===== src/hdl/osc_select_pkg.sv =====
// Summary of operation
// - Erased device boots from postscaled fast RC
// - Range field bits 4:3, erased means above 8 MHz
// - Switching allowed only when upper pair bit zero
// - Fail-safe monitor active only when pair is 00
// - Internal mode decodes codes 111, 110, 101, 001, 000
// - Code 100 with external mode: secondary oscillator
// - Code 011 routes primary through PLL
// - Code 010 selects primary without PLL
// - Current-source field read-only, resets to zero
// - Requested-source field loads from initial config
// - PLL-lock cleared during switch and non-PLL modes
// - Clock-fail flag hardware set, software clear only
// - Switch-freeze software settable only, resets zero
// - Drive-strength ignored with digital secondary input
// - Tuning register shifts RC by fixed steps
// - Switch-request starts switch, hardware clears when done
// - Monitor on plus freeze locks selections
// - PLL-lock reads one when locked or timer expired
// - Monitor failure detection sets clock-fail flag
package osc_select_pkg;
   // Register byte offsets on the bus
   localparam logic [3:0] ADDR_OSC_CTRL = 4'h0;
   localparam logic [3:0] ADDR_CFG_VIEW = 4'h4;
   localparam logic [3:0] ADDR_RC_TUNE = 4'h8;
   // Control register field positions
   localparam int CUR_LO = 12;
   localparam int REQ_LO = 8;
   localparam int FREEZE_BIT = 7;
   localparam int LOCK_BIT = 5;
   localparam int FAIL_BIT = 3;
   localparam int DRIVE_BIT = 2;
   localparam int SEC_EN_BIT = 1;
   localparam int SWITCH_BIT = 0;
   // Configuration word field positions
   localparam int CFG_PMODE_LO = 0;
   localparam int CFG_RANGE_LO = 3;
   localparam int CFG_SECSRC_BIT = 5;
   localparam int CFG_SWMON_LO = 6;
   localparam int CFG_SWEN_BIT = 7;
   // Source selection codes
   localparam logic [2:0] SRC_FAST_RC = 3'h0;
   localparam logic [2:0] SRC_FAST_RC_PLL = 3'h1;
   localparam logic [2:0] SRC_PRIMARY = 3'h2;
   localparam logic [2:0] SRC_PRIMARY_PLL = 3'h3;
   localparam logic [2:0] SRC_SECONDARY = 3'h4;
   localparam logic [2:0] SRC_LOW_POWER_RC = 3'h5;
   localparam logic [2:0] SRC_SLOW_RC_DIV = 3'h6;
   localparam logic [2:0] SRC_FAST_RC_DIV = 3'h7;
   // Primary-mode codes
   localparam logic [1:0] PM_EXTERNAL = 2'h0;
   localparam logic [1:0] PM_STD_CRYSTAL = 2'h1;
   localparam logic [1:0] PM_FAST_CRYSTAL = 2'h2;
   localparam logic [1:0] PM_INTERNAL = 2'h3;
   // Erased and reset values
   localparam logic [1:0] ERASED_PMODE = PM_INTERNAL;
   localparam logic [2:0] ERASED_SOURCE = SRC_FAST_RC_DIV;
   localparam logic [1:0] RANGE_ABOVE_8MHZ = 2'h3;
   localparam logic [1:0] MONITOR_ON_PAIR = 2'h0;
   localparam logic [2:0] CUR_RESET = 3'h0;
   localparam int TUNE_WIDTH = 6;
   localparam logic [TUNE_WIDTH-1:0] TUNE_RESET = 6'h00;
   // Timing
   localparam int CLK_PERIOD_NS = 10;
   localparam int SWITCH_SETTLE_NS = 100;
   localparam logic [3:0] SWITCH_SETTLE_CYCLES = 4'((SWITCH_SETTLE_NS + CLK_PERIOD_NS - 1) / CLK_PERIOD_NS);
   localparam int PLL_START_US = 200;
   localparam logic [15:0] PLL_START_CYCLES_DEF = 16'((PLL_START_US * 1000 + CLK_PERIOD_NS - 1) / CLK_PERIOD_NS);
   // Controller states
   typedef enum logic [2:0] {
      ST_POWERUP = 3'b001,
      ST_IDLE = 3'b010,
      ST_SWITCH = 3'b100
   } osc_state_type;
endpackage


===== src/hdl/oscillator_select_control.sv =====
`timescale 1ns/1ns
module oscillator_select_control
   import osc_select_pkg::*;
#(
   parameter logic [15:0] PLL_START_CYCLES = PLL_START_CYCLES_DEF
) (
   input wire logic clk_i,
   input wire logic rst_i,
   input wire logic cyc_i,
   input wire logic stb_i,
   input wire logic we_i,
   input wire logic [3:0] adr_i,
   input wire logic [3:0] sel_i,
   input wire logic [31:0] dat_i,
   output logic [31:0] dat_o,
   output logic ack_o,
   input wire logic [7:0] cfg_osc_i,
   input wire logic [2:0] initial_source_cfg_i,
   input wire logic pll_locked_i,
   input wire logic clock_fail_i,
   output logic [2:0] source_select_o,
   output logic [1:0] primary_mode_o,
   output logic pll_enable_o,
   output logic switching_o,
   output logic secondary_enable_o,
   output logic secondary_high_power_o,
   output logic ext_range_high_o,
   output logic monitor_enable_o,
   output logic [TUNE_WIDTH-1:0] rc_trim_o
);

   typedef struct packed {
      osc_state_type fsm;
      logic [7:0] cfg;
      logic [2:0] init_src;
      logic [2:0] cur;
      logic [2:0] req;
      logic sw_req;
      logic freeze;
      logic fail;
      logic drive;
      logic sec_en;
      logic lock;
      logic [3:0] settle;
      logic [15:0] pll_cnt;
      logic pll_meta;
      logic pll_sync;
      logic fail_meta;
      logic fail_sync;
      logic ack;
      logic [31:0] dat;
      logic [TUNE_WIDTH-1:0] tune;
   } state_type;

   state_type s_r;
   state_type s_nxt;

   // Sources that run the clock through the 4x PLL
   function automatic logic uses_pll(input logic [2:0] src);
      uses_pll = (src == SRC_PRIMARY_PLL) || (src == SRC_FAST_RC_PLL);
   endfunction

   // Legal pairings of source code and primary mode
   function automatic logic combo_valid(input logic [2:0] src, input logic [1:0] pm);
      case (src)
         SRC_PRIMARY_PLL: combo_valid = (pm == PM_FAST_CRYSTAL) || (pm == PM_EXTERNAL);
         SRC_PRIMARY: combo_valid = (pm != PM_INTERNAL);
         SRC_SECONDARY: combo_valid = (pm == PM_EXTERNAL);
         default: combo_valid = (pm == PM_INTERNAL);
      endcase
   endfunction

   logic [1:0] pmode;
   logic monitor_on;
   logic switch_ok;
   logic frozen;
   logic bus_req;
   logic wr_ctrl;
   logic wr_tune;
   logic [15:0] ctrl_word;

   // Decoded configuration and bus qualifiers
   assign pmode = s_r.cfg[CFG_PMODE_LO +: 2];
   assign monitor_on = (s_r.cfg[CFG_SWMON_LO +: 2] == MONITOR_ON_PAIR);
   assign switch_ok = ~s_r.cfg[CFG_SWEN_BIT];
   assign frozen = monitor_on & s_r.freeze;
   assign bus_req = cyc_i & stb_i;
   // Writes land on the edge that samples ack, as the master expects
   assign wr_ctrl = bus_req & we_i & s_r.ack & (adr_i == ADDR_OSC_CTRL);
   assign wr_tune = bus_req & we_i & s_r.ack & (adr_i == ADDR_RC_TUNE);

   // Control register image; unimplemented bits read as zero
   always_comb begin
      ctrl_word = 16'h0000;
      ctrl_word[CUR_LO +: 3] = s_r.cur;
      ctrl_word[REQ_LO +: 3] = s_r.req;
      ctrl_word[FREEZE_BIT] = s_r.freeze;
      ctrl_word[LOCK_BIT] = s_r.lock;
      ctrl_word[FAIL_BIT] = s_r.fail;
      ctrl_word[DRIVE_BIT] = s_r.drive;
      ctrl_word[SEC_EN_BIT] = s_r.sec_en;
      ctrl_word[SWITCH_BIT] = s_r.sw_req;
   end

   // Next-state logic for the whole block
   always_comb begin
      s_nxt = s_r;
      // Two-stage synchronisers for the analog status lines
      s_nxt.pll_meta = pll_locked_i;
      s_nxt.pll_sync = s_r.pll_meta;
      s_nxt.fail_meta = clock_fail_i;
      s_nxt.fail_sync = s_r.fail_meta;

      // Classic bus: one wait state, ack drops the cycle after it was given
      s_nxt.ack = bus_req & ~s_r.ack;
      if (bus_req & ~s_r.ack) begin
         case (adr_i)
            ADDR_OSC_CTRL: s_nxt.dat = {16'h0000, ctrl_word};
            ADDR_CFG_VIEW: s_nxt.dat = {21'h000000, s_r.init_src, s_r.cfg};
            ADDR_RC_TUNE: s_nxt.dat = {26'h0000000, s_r.tune};
            default: s_nxt.dat = 32'h00000000;
         endcase
      end

      // Switch sequencer
      case (s_r.fsm)
         ST_POWERUP: begin
            s_nxt.cur = s_r.init_src;
            s_nxt.fsm = ST_IDLE;
         end
         ST_IDLE: begin
            if (s_r.sw_req) begin
               // Illegal pairings and disabled switching drop the request unserved
               if (switch_ok && combo_valid(s_r.req, pmode)) begin
                  s_nxt.fsm = ST_SWITCH;
                  s_nxt.settle = 4'h0;
               end else begin
                  s_nxt.sw_req = 1'b0;
               end
            end
         end
         ST_SWITCH: begin
            if (s_r.settle == SWITCH_SETTLE_CYCLES - 4'h1) begin
               s_nxt.cur = s_r.req;
               s_nxt.sw_req = 1'b0;
               s_nxt.fsm = ST_IDLE;
            end else begin
               s_nxt.settle = s_r.settle + 4'h1;
            end
         end
         default: s_nxt.fsm = ST_POWERUP;
      endcase

      // PLL start-up timer runs only while a PLL mode is settled in
      if ((s_r.fsm != ST_IDLE) || !uses_pll(s_r.cur)) begin
         s_nxt.pll_cnt = 16'h0000;
      end else if (s_r.pll_cnt != PLL_START_CYCLES) begin
         s_nxt.pll_cnt = s_r.pll_cnt + 16'h0001;
      end
      // Lock shows zero across a switch and in any non-PLL mode
      s_nxt.lock = (s_nxt.fsm == ST_IDLE) && uses_pll(s_nxt.cur)
                   && (s_r.pll_sync || (s_r.pll_cnt == PLL_START_CYCLES));

      // Software writes to the control register
      if (wr_ctrl) begin
         if (sel_i[1] && !frozen) begin
            s_nxt.req = dat_i[REQ_LO +: 3];
         end
         if (sel_i[0]) begin
            if (dat_i[FREEZE_BIT]) begin
               s_nxt.freeze = 1'b1;
            end
            if (!frozen && switch_ok && dat_i[SWITCH_BIT]) begin
               s_nxt.sw_req = 1'b1;
            end
            if (!dat_i[FAIL_BIT]) begin
               s_nxt.fail = 1'b0;
            end
            s_nxt.drive = dat_i[DRIVE_BIT];
            s_nxt.sec_en = dat_i[SEC_EN_BIT];
         end
      end
      if (wr_tune && sel_i[0]) begin
         s_nxt.tune = dat_i[TUNE_WIDTH-1:0];
      end

      // Hardware updates come last so they beat a same-cycle software write
      if (!monitor_on) begin
         s_nxt.freeze = 1'b0;
      end
      if (s_r.fail_sync && monitor_on) begin
         s_nxt.fail = 1'b1;
      end
   end

   // State register; configuration is captured while reset is held
   always_ff @(posedge clk_i) begin
      if (rst_i) begin
         s_r <= '0;
         s_r.fsm <= ST_POWERUP;
         s_r.cfg <= cfg_osc_i;
         s_r.init_src <= initial_source_cfg_i;
         s_r.req <= initial_source_cfg_i;
         s_r.cur <= CUR_RESET;
         s_r.tune <= TUNE_RESET;
      end else begin
         s_r <= s_nxt;
      end
   end

   // Outputs, all from registered state
   assign dat_o = s_r.dat;
   assign ack_o = s_r.ack;
   assign source_select_o = s_r.cur;
   assign primary_mode_o = pmode;
   assign pll_enable_o = uses_pll(s_r.cur);
   assign switching_o = (s_r.fsm == ST_SWITCH);
   // Secondary stays powered while it runs the system clock
   assign secondary_enable_o = s_r.sec_en | (s_r.cur == SRC_SECONDARY);
   assign secondary_high_power_o = s_r.drive & s_r.cfg[CFG_SECSRC_BIT];
   assign ext_range_high_o = (s_r.cfg[CFG_RANGE_LO +: 2] == RANGE_ABOVE_8MHZ);
   assign monitor_enable_o = monitor_on;
   assign rc_trim_o = s_r.tune;
endmodule


===== config.mk =====
export PLATFORM = sky130hd
export DESIGN_NAME = oscillator_select_control
export DESIGN_NICKNAME = d
export VERILOG_FILES = /design/src/hdl/osc_select_pkg.sv /design/src/hdl/oscillator_select_control.sv
export SDC_FILE = /design/constraint.sdc
export NUM_CORES = 1
export LEC_CHECK = 0
export ABC_AREA = 1
export ABC_CLOCK_PERIOD_IN_PS = 2100
export BUFFER_PORTS_ARGS = -buffer_cell sky130_fd_sc_hd__buf_2
export CAP_MARGIN = 20
export CORE_MARGIN = 2
export CORE_UTILIZATION = 45
export DETAILED_ROUTE_END_ITERATION = 10
export PLACE_DENSITY = 0.71
export SYNTH_ARGS = -nofsm -noshare
export SYNTH_HDL_FRONTEND = slang
export SYNTH_SLANG_ARGS = --single-unit

===== constraint.sdc =====
create_clock -name clk_i -period 2.1 [get_ports clk_i]
set_input_delay 0.42 -clock clk_i [delete_from_list [all_inputs] [get_ports clk_i]]
set_output_delay 0.42 -clock clk_i [all_outputs]
set_load 0.005 [all_outputs]

==> results of run 1 <==
==> final timing paths <==
kind                            slack [ps]                  from                    to
worst min-delay path                   240          cfg_osc_i[5]   s_nxt[83]$_DFFE_PP_
worst max register to register         470  s_r[43]$_SDFFE_PP0N_  s_r[57]$_SDFFE_PP0N_
worst max-delay path                   470  s_r[43]$_SDFFE_PP0N_  s_r[57]$_SDFFE_PP0N_
worst min register to register         400  s_nxt[39]$_SDFF_PP0_    s_r[39]$_SDFF_PP0_
==> Yosys cell counts <==
cell / count
inv_2: 3
buf_6: 1
nand3_2: 4
o21ai_2: 1
a22oi_1: 3
o21ai_0: 29
a211oi_1: 1
a22o_1: 1
nor3_4: 1
nand2_1: 96
edfxtp_1: 14
or2_2: 1
clkbuf_1: 6
a41oi_1: 1
ha_1: 4
a21oi_1: 30
nor2_2: 4
nor2_1: 45
xor2_1: 1
o221ai_1: 3
nand4_1: 3
a31oi_1: 2
clkinv_4: 1
nand2_4: 2
nand2_2: 2
nand3_4: 1
o21a_1: 2
dfxtp_1: 57
inv_1: 59
buf_4: 43
o22ai_1: 2
o211ai_1: 1
o31ai_1: 1
nand3_1: 21
buf_2: 1
nor3_1: 5
conb_1: 1
xnor2_1: 1
nor2_4: 3
==> critical path: cells and delay by family, from the launching register on <==
kind,cells,cell delay [ps]
fa+ha+maj,1,190
flops,1,360
simple gates,7,980
==> state kept, by name, summed over array words and instances (netlist names) <==
register,cells
ctrl_word,9
ack_o,1
s_nxt,11
rc_trim_o,6
source_select_o,3
dat_o,14
primary_mode_o,2
s_r,25
==> final cells by class <==
cell class / instances / area (sq um)
multi-input cells: 289 / 1420
clock inverters: 6 / 61.3
repair buffers: 69 / 355
flip-flops and latches: 71 / 1560
clock buffers: 10 / 128
fillers: 762 / 3750
inverters: 63 / 241
well taps: 102 / 128
==> report_power, final <==
| part | total, W | leakage (nW) | switching (W) | internal (W) |
|---|---|---|---|---|
| Sequential | 0.00146 | 0.598 | 0.0000312 | 0.00143 |
| Combinational | 0.000219 | 1.06 | 0.000138 | 0.0000811 |
| Clock | 0.00107 | 0.0960 | 0.000521 | 0.000544 |
| Total | 0.00275 | 1.75 | 0.000690 | 0.00206 |
==> metal layers <==
| layer | share of wire | global-route usage |
|---|---|---|
| met4 | 0.017 | 0.0808 |
| met1 | 0.47 | 0.233 |
| met2 | 0.47 | 0.297 |
| met3 | 0.039 | 0.0382 |
| met5 | 0 | 0 |
==> kinds of logic (layout without fill, tap and decap cells) <==
logic type | after synthesis | count (layout)
AO/OA/AOI/OAI | 77 | 77
XOR/XNOR | 2 | 2
adder cells (fa/ha/maj) | 4 | 4
buffers and inverters | 114 | 148
flip-flops | 71 | 71
other | 1 | 18
AND/OR/NAND/NOR | 188 | 188
==> stage by stage <==
stage	worst slack, ps	cell area [sq um]	utilization	power, W
after floorplan	511	3580	-	0.00166
after global placement	392	3710	0.485	0.00171
after detailed placement	359	3710	0.485	0.00172
after CTS	478	3890	0.509	0.00278
after global routing	263	3890	0.509	0.00288
final	473	3890	0.509	0.00275
==> layout by cell type, fill, tap and decap left out, types with 2 or more instances in the layout <==
cell and count:
nor3_1 5, clkinv_2 3, a31oi_1 2, clkinv_4 2, nand2_1 96, dfxtp_1 57
clkbuf_8 9, nor2_4 3, o21a_1 2, o221ai_1 3, o22ai_1 2, o21ai_0 29
inv_2 3, nand3_2 4, nand2_2 2, buf_2 65, inv_1 59, buf_4 4
nand3_1 21, edfxtp_1 14, nor2_1 45, ha_1 4, a21oi_1 30, a22oi_1 3
nand4_1 3, nor2_2 4, conb_1 18, nand2_4 2
==> results, run 1 <==
- The wire length after detailed routing is 7240 um.
- Setup repair after global routing left no endpoint under its margin.
- After technology mapping, the gate count stands at 457.
- The CTS tree is built.
- The post-synthesis compound-gate area fraction was 0.123.
- After clock tree synthesis, the repair step resized 0 gates.
- The initial utilization of the core area, before any placement, comes to 0.460.
- Ranked by total cell area, the synthesized netlist is headed by dfxtp_1 (32%), edfxtp_1 (12%), nand2_1 (10%), buf_4 (9.2%), inv_1 (6.3%).
- The CTS H-tree depth is 3.
- The Yosys step of the flow raised 0 warnings.
- The violation count after the first detailed-route iteration is 108.
- The largest driver fanout on the critical path is 4.
- The arrival time reported for the critical path endpoint is 1880 ps.
- The summed instance area of the synthesized netlist is 3520 sq um.
- The critical path goes through ha_1 > nand3_1 > nor2_1 > nand3_1 > nor2_2 > nand4_1 > nand2_1 > nor2_1.
- The layout-stage area growth over the synthesis result is 10.6%.
- The post-synthesis sequential element count is 71.
- Summed over all cells, the static leakage comes to 1.75 nW.
- The port buffer count is 65.
- After routing, the total negative slack on setup checks comes to 0 ps.
- The count of final max-slew check failures is 0.
- The latest clock arrival within the worst-skew pair is 350 ps.
- The overall track demand over capacity in global routing is 0.182.
- The region available for standard cell placement spans 7650 sq um.
- The power per unit of standard cell area is 706 nW/um^2.
- The class of the most critical setup path is reg -> reg.
- The final number of hold-violating endpoints is 0.
- The master of the slowest instance on the critical path is dfxtp_1.
- CTS saw 71 sinks.
- 0 antenna diodes ended up in the layout.
- Of the cells placed in the final design, the portion with a size suffix greater than 1 is 0.211.
- The overall die area is 8550 sq um.
- The flow ran to the end, and the final reports show no timing, DRC or antenna violations.
- The placed wire-length estimate after detailed placement is 5490 um.
- STA classifies the critical path startpoint as a register.
- The number of cell instances on the worst register-to-register path is 8.
- The share of synthesized area in the top cell type comes to 0.324.
- The via count of the first global-routing pass is 2780.
- Hold timing on the final database bottoms out at a slack of 237 ps.
- The post-synthesis share of cell area spent on and, or, nand and nor gates is 0.242.
- The post-synthesis cell type count is 39.
- Dividing the detail-routed via count by the number of cells gives 4.72.
- The die is 92.5 um tall.
- The net count of the finished layout is 565.
- The total setup violations reported at the end of the flow is 0.
- The number of instances on the worst hold path is 1.
- Of the total synthesized cell area, the portion taken by XOR and XNOR cells is 0.00498.
- After detailed placement, the design holds a cell count of 594.
- The final clock skew is 7.88 ps.
- The required time at the endpoint of the critical path is 2350 ps.
- The library cell with the largest summed area after synthesis is dfxtp_1.
- The routability-driven placement congestion ratio is 0.907.
- The total overflow left after global routing is 0.
- The routed design could run at a clock period as short as 1630 ps.
- The first detailed-routing pass ran for 5 iterations.
- The first global-routing pass estimated 12400 um of wire.
- Clock-pin slew was measured on the worst setup and hold paths at 80 ps.
- After synthesis, the share of cell area in mux cells is 0.
- For this design, the CTS-stage hold fixing added 0 buffers.
- The floorplan row count is 32.
- The tree is rooted in a clkbuf_8.
- The average instance area after synthesis is 7.70 sq um.
- The worst hold path belongs to the class in -> reg.
- The final cell count without fillers is 610.
- The worst IR drop on VDD is 0.426 mV.
- Across the run, the number of max-cap violations was 0.
- The number of antenna violations at the first check in global routing came to 0.
- Counting along the longest clock path gives a buffer depth of 2.
- The fmax is 614 MHz.
- Of the total synthesized cell area, the portion taken by full adders, half adders and majority gates is 0.0142.
- The dominant combinational cell family by area after synthesis is simple AND/OR/NAND/NOR gates.
- The average wire length per cell after detail routing is 11.9 um.
- For this run, design rule violations remaining after detail routing come to 0.
- The part of the cycle the worst path needs is 0.775.
- The number of CTS-inserted buffers is 9.
- The number of top-level pins is 108.
- Entering global routing, the biggest net connects 40 pins.
- The sequential cell area fraction in the yosys report is 0.443.
- The die width is 92.5 um.
- The residual antenna-violating net count after detailed routing is 0.
- After clock tree synthesis, the setup repair step added 0 buffers.
- Summing over every cut layer, the via total after detailed routing is 2877.
- The worst setup path is captured at a register.
- The highest cell delay on the worst timing path is 360 ps.
No activity file was read; power rests on OpenSTA's default activity.
==> run 2: changes to the inputs <==
--- a/config.mk
+++ b/config.mk
@@ -5,14 +5,14 @@
 export SDC_FILE = /design/constraint.sdc
 export NUM_CORES = 1
 export LEC_CHECK = 0
-export ABC_AREA = 1
-export ABC_CLOCK_PERIOD_IN_PS = 2100
+export ABC_AREA = 0
+export ABC_CLOCK_PERIOD_IN_PS = 1390
 export BUFFER_PORTS_ARGS = -buffer_cell sky130_fd_sc_hd__buf_2
 export CAP_MARGIN = 20
 export CORE_MARGIN = 2
 export CORE_UTILIZATION = 45
 export DETAILED_ROUTE_END_ITERATION = 10
-export PLACE_DENSITY = 0.71
+export PLACE_DENSITY = 0.75
 export SYNTH_ARGS = -nofsm -noshare
 export SYNTH_HDL_FRONTEND = slang
 export SYNTH_SLANG_ARGS = --single-unit
==> constraint.sdc (replaced) <==
create_clock -name clk_i -period 1.39 [get_ports clk_i]
set_input_delay 0.278 -clock clk_i [delete_from_list [all_inputs] [get_ports clk_i]]
set_output_delay 0.278 -clock clk_i [all_outputs]
set_load 0.005 [all_outputs]
==> run 2 against run 1 <==
  * The flow now finishes with violations (setup timing)
  * Power rose by 64%
  * Register-to-register slack lost 710 ps
  * Cell area up 18%
  * Global-route usage is 0.85 points higher
  * First-iteration DRC count grew 19%
  * Via count increased by 1.5%
  * Critical path type unchanged
  * Largest power group unchanged
==> results, run 2 <==
- The average instance area after synthesis is 9.32 sq um (+21%).
- The remaining global-route overflow came to 0 (unchanged).
- The core footprint is 7330 sq um (-4.1%).
- In the layout the commonest cells are buf_2 (62), buf_4 (57), nor2_1 (53), dfxtp_1 (39), nand2_1 (28).
- The final clock skew is 15.6 ps (+7.76 ps).
- The vertical extent of the die is 91.3 um (-1.3%).
- The library cell with the largest summed area after synthesis is dfxtp_1.
- The number of diodes was 0 (unchanged).
- The count of final max-slew check failures is 0 (unchanged).
- The summed instance area of the synthesized netlist came to 3430 sq um (-2.6%).
- The number of antenna violations at the first check in global routing came to 0 (unchanged).
- The number of instances in the synthesized netlist is 368 (-19%).
- The sum of met2 wire segment lengths after detailed routing is 3890 um (+14%).
- The run finished, with violations left.
- The final number of hold-violating endpoints is 0 (unchanged).
- The clock share of power is 0.395 (+0.007).
- The maximum number of pins on one net before global-route repair is 27 (-33%).
- The overall track demand over capacity in global routing is 0.191 (+0.00847).
- The via count of the first global-routing pass came to 2717 (-2.3%).
- The fraction of power consumed by combinational cells is 0.110 (+0.030).
- The residual antenna-violating net count after detailed routing is 0 (unchanged).
- The count of flip-flops with a built-in enable after synthesis is 14 (unchanged).
- The count of hold-fix buffers inserted at cts is 0 (unchanged).
- The max-cap check violation count came to 0 (unchanged).
- The share of synthesized registers carrying an async set or reset is 0 (unchanged).
- The total iterations of the first detailed-routing run is 5 (unchanged).
- The filler cell count in the final layout is 574 (-25%).
- By count the netlist is led by nor2_1 (60), dfxtp_1 (57), buf_4 (43).
- The final cell count without fillers is 578 (-5.2%).
- The kind of start point of the critical path is a register.
- The net count reported at finish was 536 (-5.1%).
- The via density per instance came to 5.05 (+7.2%).
- The sequential cell area fraction in the yosys report is 0.455 (+0.0120).
- TritonCTS built the clock tree.
- The placed wire-length estimate after detailed placement was 5710 um (+4.1%).
- The number of CTS-inserted buffers is 9 (unchanged).
- In this run the critical register-to-register path is launched from s_r[60]$_SDFFE_PP0P_.
- The number of top-level pins came to 108 (unchanged).
- The final critical delay including setup and external delays was 1630 ps (+4.07 ps).
- Counting flops per register, the top entry is s_r.
- The floorplan row count came to 31 (-3.1%).
- The CTS H-tree depth came to 3 (unchanged).
- The fmax was 613 MHz (-0.25%).
- Leaving out fill and tap cells, the most frequent cell in the layout is buf_2.
- The share of the synthesized area in the top cell type was 0.333 (+0.00875).
- The port buffer count came to 65 (unchanged).
- The overall die area is 8330 sq um (-2.5%).
- The flip-flop count of the largest register after layout is 25 (unchanged).
- The latest clock arrival within the worst-skew pair is 360 ps (about the same).
- The checks that failed: setup timing.
- The switching power was 0.00114 W (+65%).
- The arrival time reported for the critical path endpoint is 1880 ps (about the same).
- The type of the tightest min-delay check is in -> reg.
- The endpoint type of the worst setup path is a register.
- The effective utilization at floorplan is 0.468 (+0.00725).
- The amount of wire on met3 after detailed routing is 448 um (+59%).
- The worst IR drop on VDD came to 0.560 mV (+32%).
- The area taken by flip-flops and latches is 1600 sq um (+2.2%).
- The number of remaining DRC errors is 0 (unchanged).
- Setup repair after global routing could not meet its margin everywhere.
- The top flip-flop cell by instance count after synthesis is dfxtp_1.
- The post-placement worst setup slack is -227 ps (-586 ps).
- The die width is 91.3 um (-1.3%).
- The violation count after the first detailed-route iteration came to 128 (+19%).
- The number of sinks handled by clock tree synthesis is 71 (unchanged).
- The highest layer touched by signal routing is met4.
- The overall via count from detail_route is 2921 (+1.5%).
- The number of placed cells counting well taps is 543 (-8.6%).
- The wire length after detailed routing was 8300 um (+15%).
- Ranked by total cell area, the synthesized netlist is headed by dfxtp_1 (33%), edfxtp_1 (12%), buf_4 (9.4%), nor2_1 (6.6%), nand2_1 (3.3%).
- The first-pass GRT wire length came to 12800 um (+2.8%).
- The internal power was 0.00337 W (+63%).
- The met1 wire length is 3790 um (+11%).
- The class of the most critical setup path is reg -> reg.
- The routability-driven placement congestion ratio came to 0.837 (-7.8%).
- The part of the cycle the worst path needs is 1.17 (+0.399).
- The worst hold path begins at cfg_osc_i[2].
- The largest driver fanout on the critical path is 4 (unchanged).
- The part of the power in registers is 0.495 (-0.038).
- The clock transition at the register clock pins on the worst setup and hold paths after CTS is 80 ps (about the same).
- The share of post-route cells with drive strength above 1 came to 0.445 (+0.234).
- The net switching fraction of the power is 0.253 (+0.00229).
- The cell leakage power came to 1.96 nW (+12%).
- The power per unit of standard cell area came to 984 nW/um^2 (+39%).
- The total setup violations reported at the end of the flow came to 13 (+13).
- The multi-input combinational cell area came to 1740 sq um (+22%).
- The post-synthesis sequential element count is 71 (unchanged).
- The post-synthesis cell type count was 56 (+44%).
- The setup slack of the critical path after layout is -241 ps (-714 ps).
- The required time at the endpoint of the critical path is 1640 ps (-710 ps).
- The critical path starts at s_r[60]$_SDFFE_PP0P_.
- The worst hold-check slack came to 95.1 ps (-142 ps).
- The layout-stage area growth over the synthesis result is 33.6%.
- The cell with the most instances after synthesis is nor2_1.
- The cell chosen for the clock root is clkbuf_8.
- The buffer depth of the longest clock path is 2 (unchanged).
- The count of synthesis-stage warnings from yosys is 0 (unchanged).
- The average wire length per cell after detail routing was 14.4 um (+21%).
[run 2: power by group through the flow]
stage	registers (W)	logic, W	clock network, W
5_1_grt	0.00224	0.000543	0.00190
4_1_cts	0.00223	0.000447	0.00180
6_report	0.00223	0.000497	0.00178
3_3_place_gp	0.00227	0.000397	0
2_1_floorplan	0.00225	0.000268	0
3_5_place_dp	0.00228	0.000405	0
[run 2: worst max-delay path, stage by stage (launching register included)]
cell and delay (ps):
dfxtp_2 340, inv_2 40, ha_4 140, and3b_2 240
and2_4 160, a222oi_1 260, a21oi_1 120, and4b_1 220
[run 2: metrics by stage]
stage | utilization | power (W) | area (sq um) | setup TNS, ps
final | 0.625 | 0.00451 | 4580 | -1360
after global routing | 0.625 | 0.00468 | 4580 | -2580
after CTS | 0.593 | 0.00448 | 4350 | -1100
after detailed placement | 0.540 | 0.00268 | 3960 | -2010
after global placement | 0.540 | 0.00267 | 3960 | -1130
after floorplan | - | 0.00252 | 3520 | -315
[run 2: final timing paths]
| check | to | slack, ps | cells after the start |
|---|---|---|---|
| worst max-delay path | ctrl_word[5]$_SDFF_PP0_ | -240 | 7 |
| worst min register to register | s_r[39]$_SDFF_PP0_ | 440 | 1 |
| worst min-delay path | s_nxt[80]$_DFFE_PP_ | 100 | 1 |
| worst max register to register | ctrl_word[5]$_SDFF_PP0_ | -240 | 7 |
[run 2: what timing repair did]
action | 4_1_cts | 5_1_grt
setup buffers | 11 | 9
setup endpoints to repair | 24 | 42
pin swaps | 15 | 23
gates resized for setup | 32 | 43
[run 2: final cells by class]
cell class              count  area share
multi-input cells         254       0.380
inverters                   7     0.00574
clock buffers              10      0.0325
clock inverters             6      0.0139
well taps                  99      0.0270
repair buffers            131       0.193
flip-flops and latches     71       0.349
[run 2: kinds of logic after synthesis]
logic type	synth area share
multiplexers	0.0485
XOR/XNOR	0.0409
other	0.00109
flip-flops	0.455
adder cells (fa/ha/maj)	0.0146
buffers and inverters	0.115
AO/OA/AOI/OAI	0.104
AND/OR/NAND/NOR	0.220
[run 2: metal layers]
metal  vias up  global-route usage
li1       1420                   -
met1      1389               0.261
met2        93               0.293
met3        19              0.0564
met4         0              0.0568
met5         -                   0
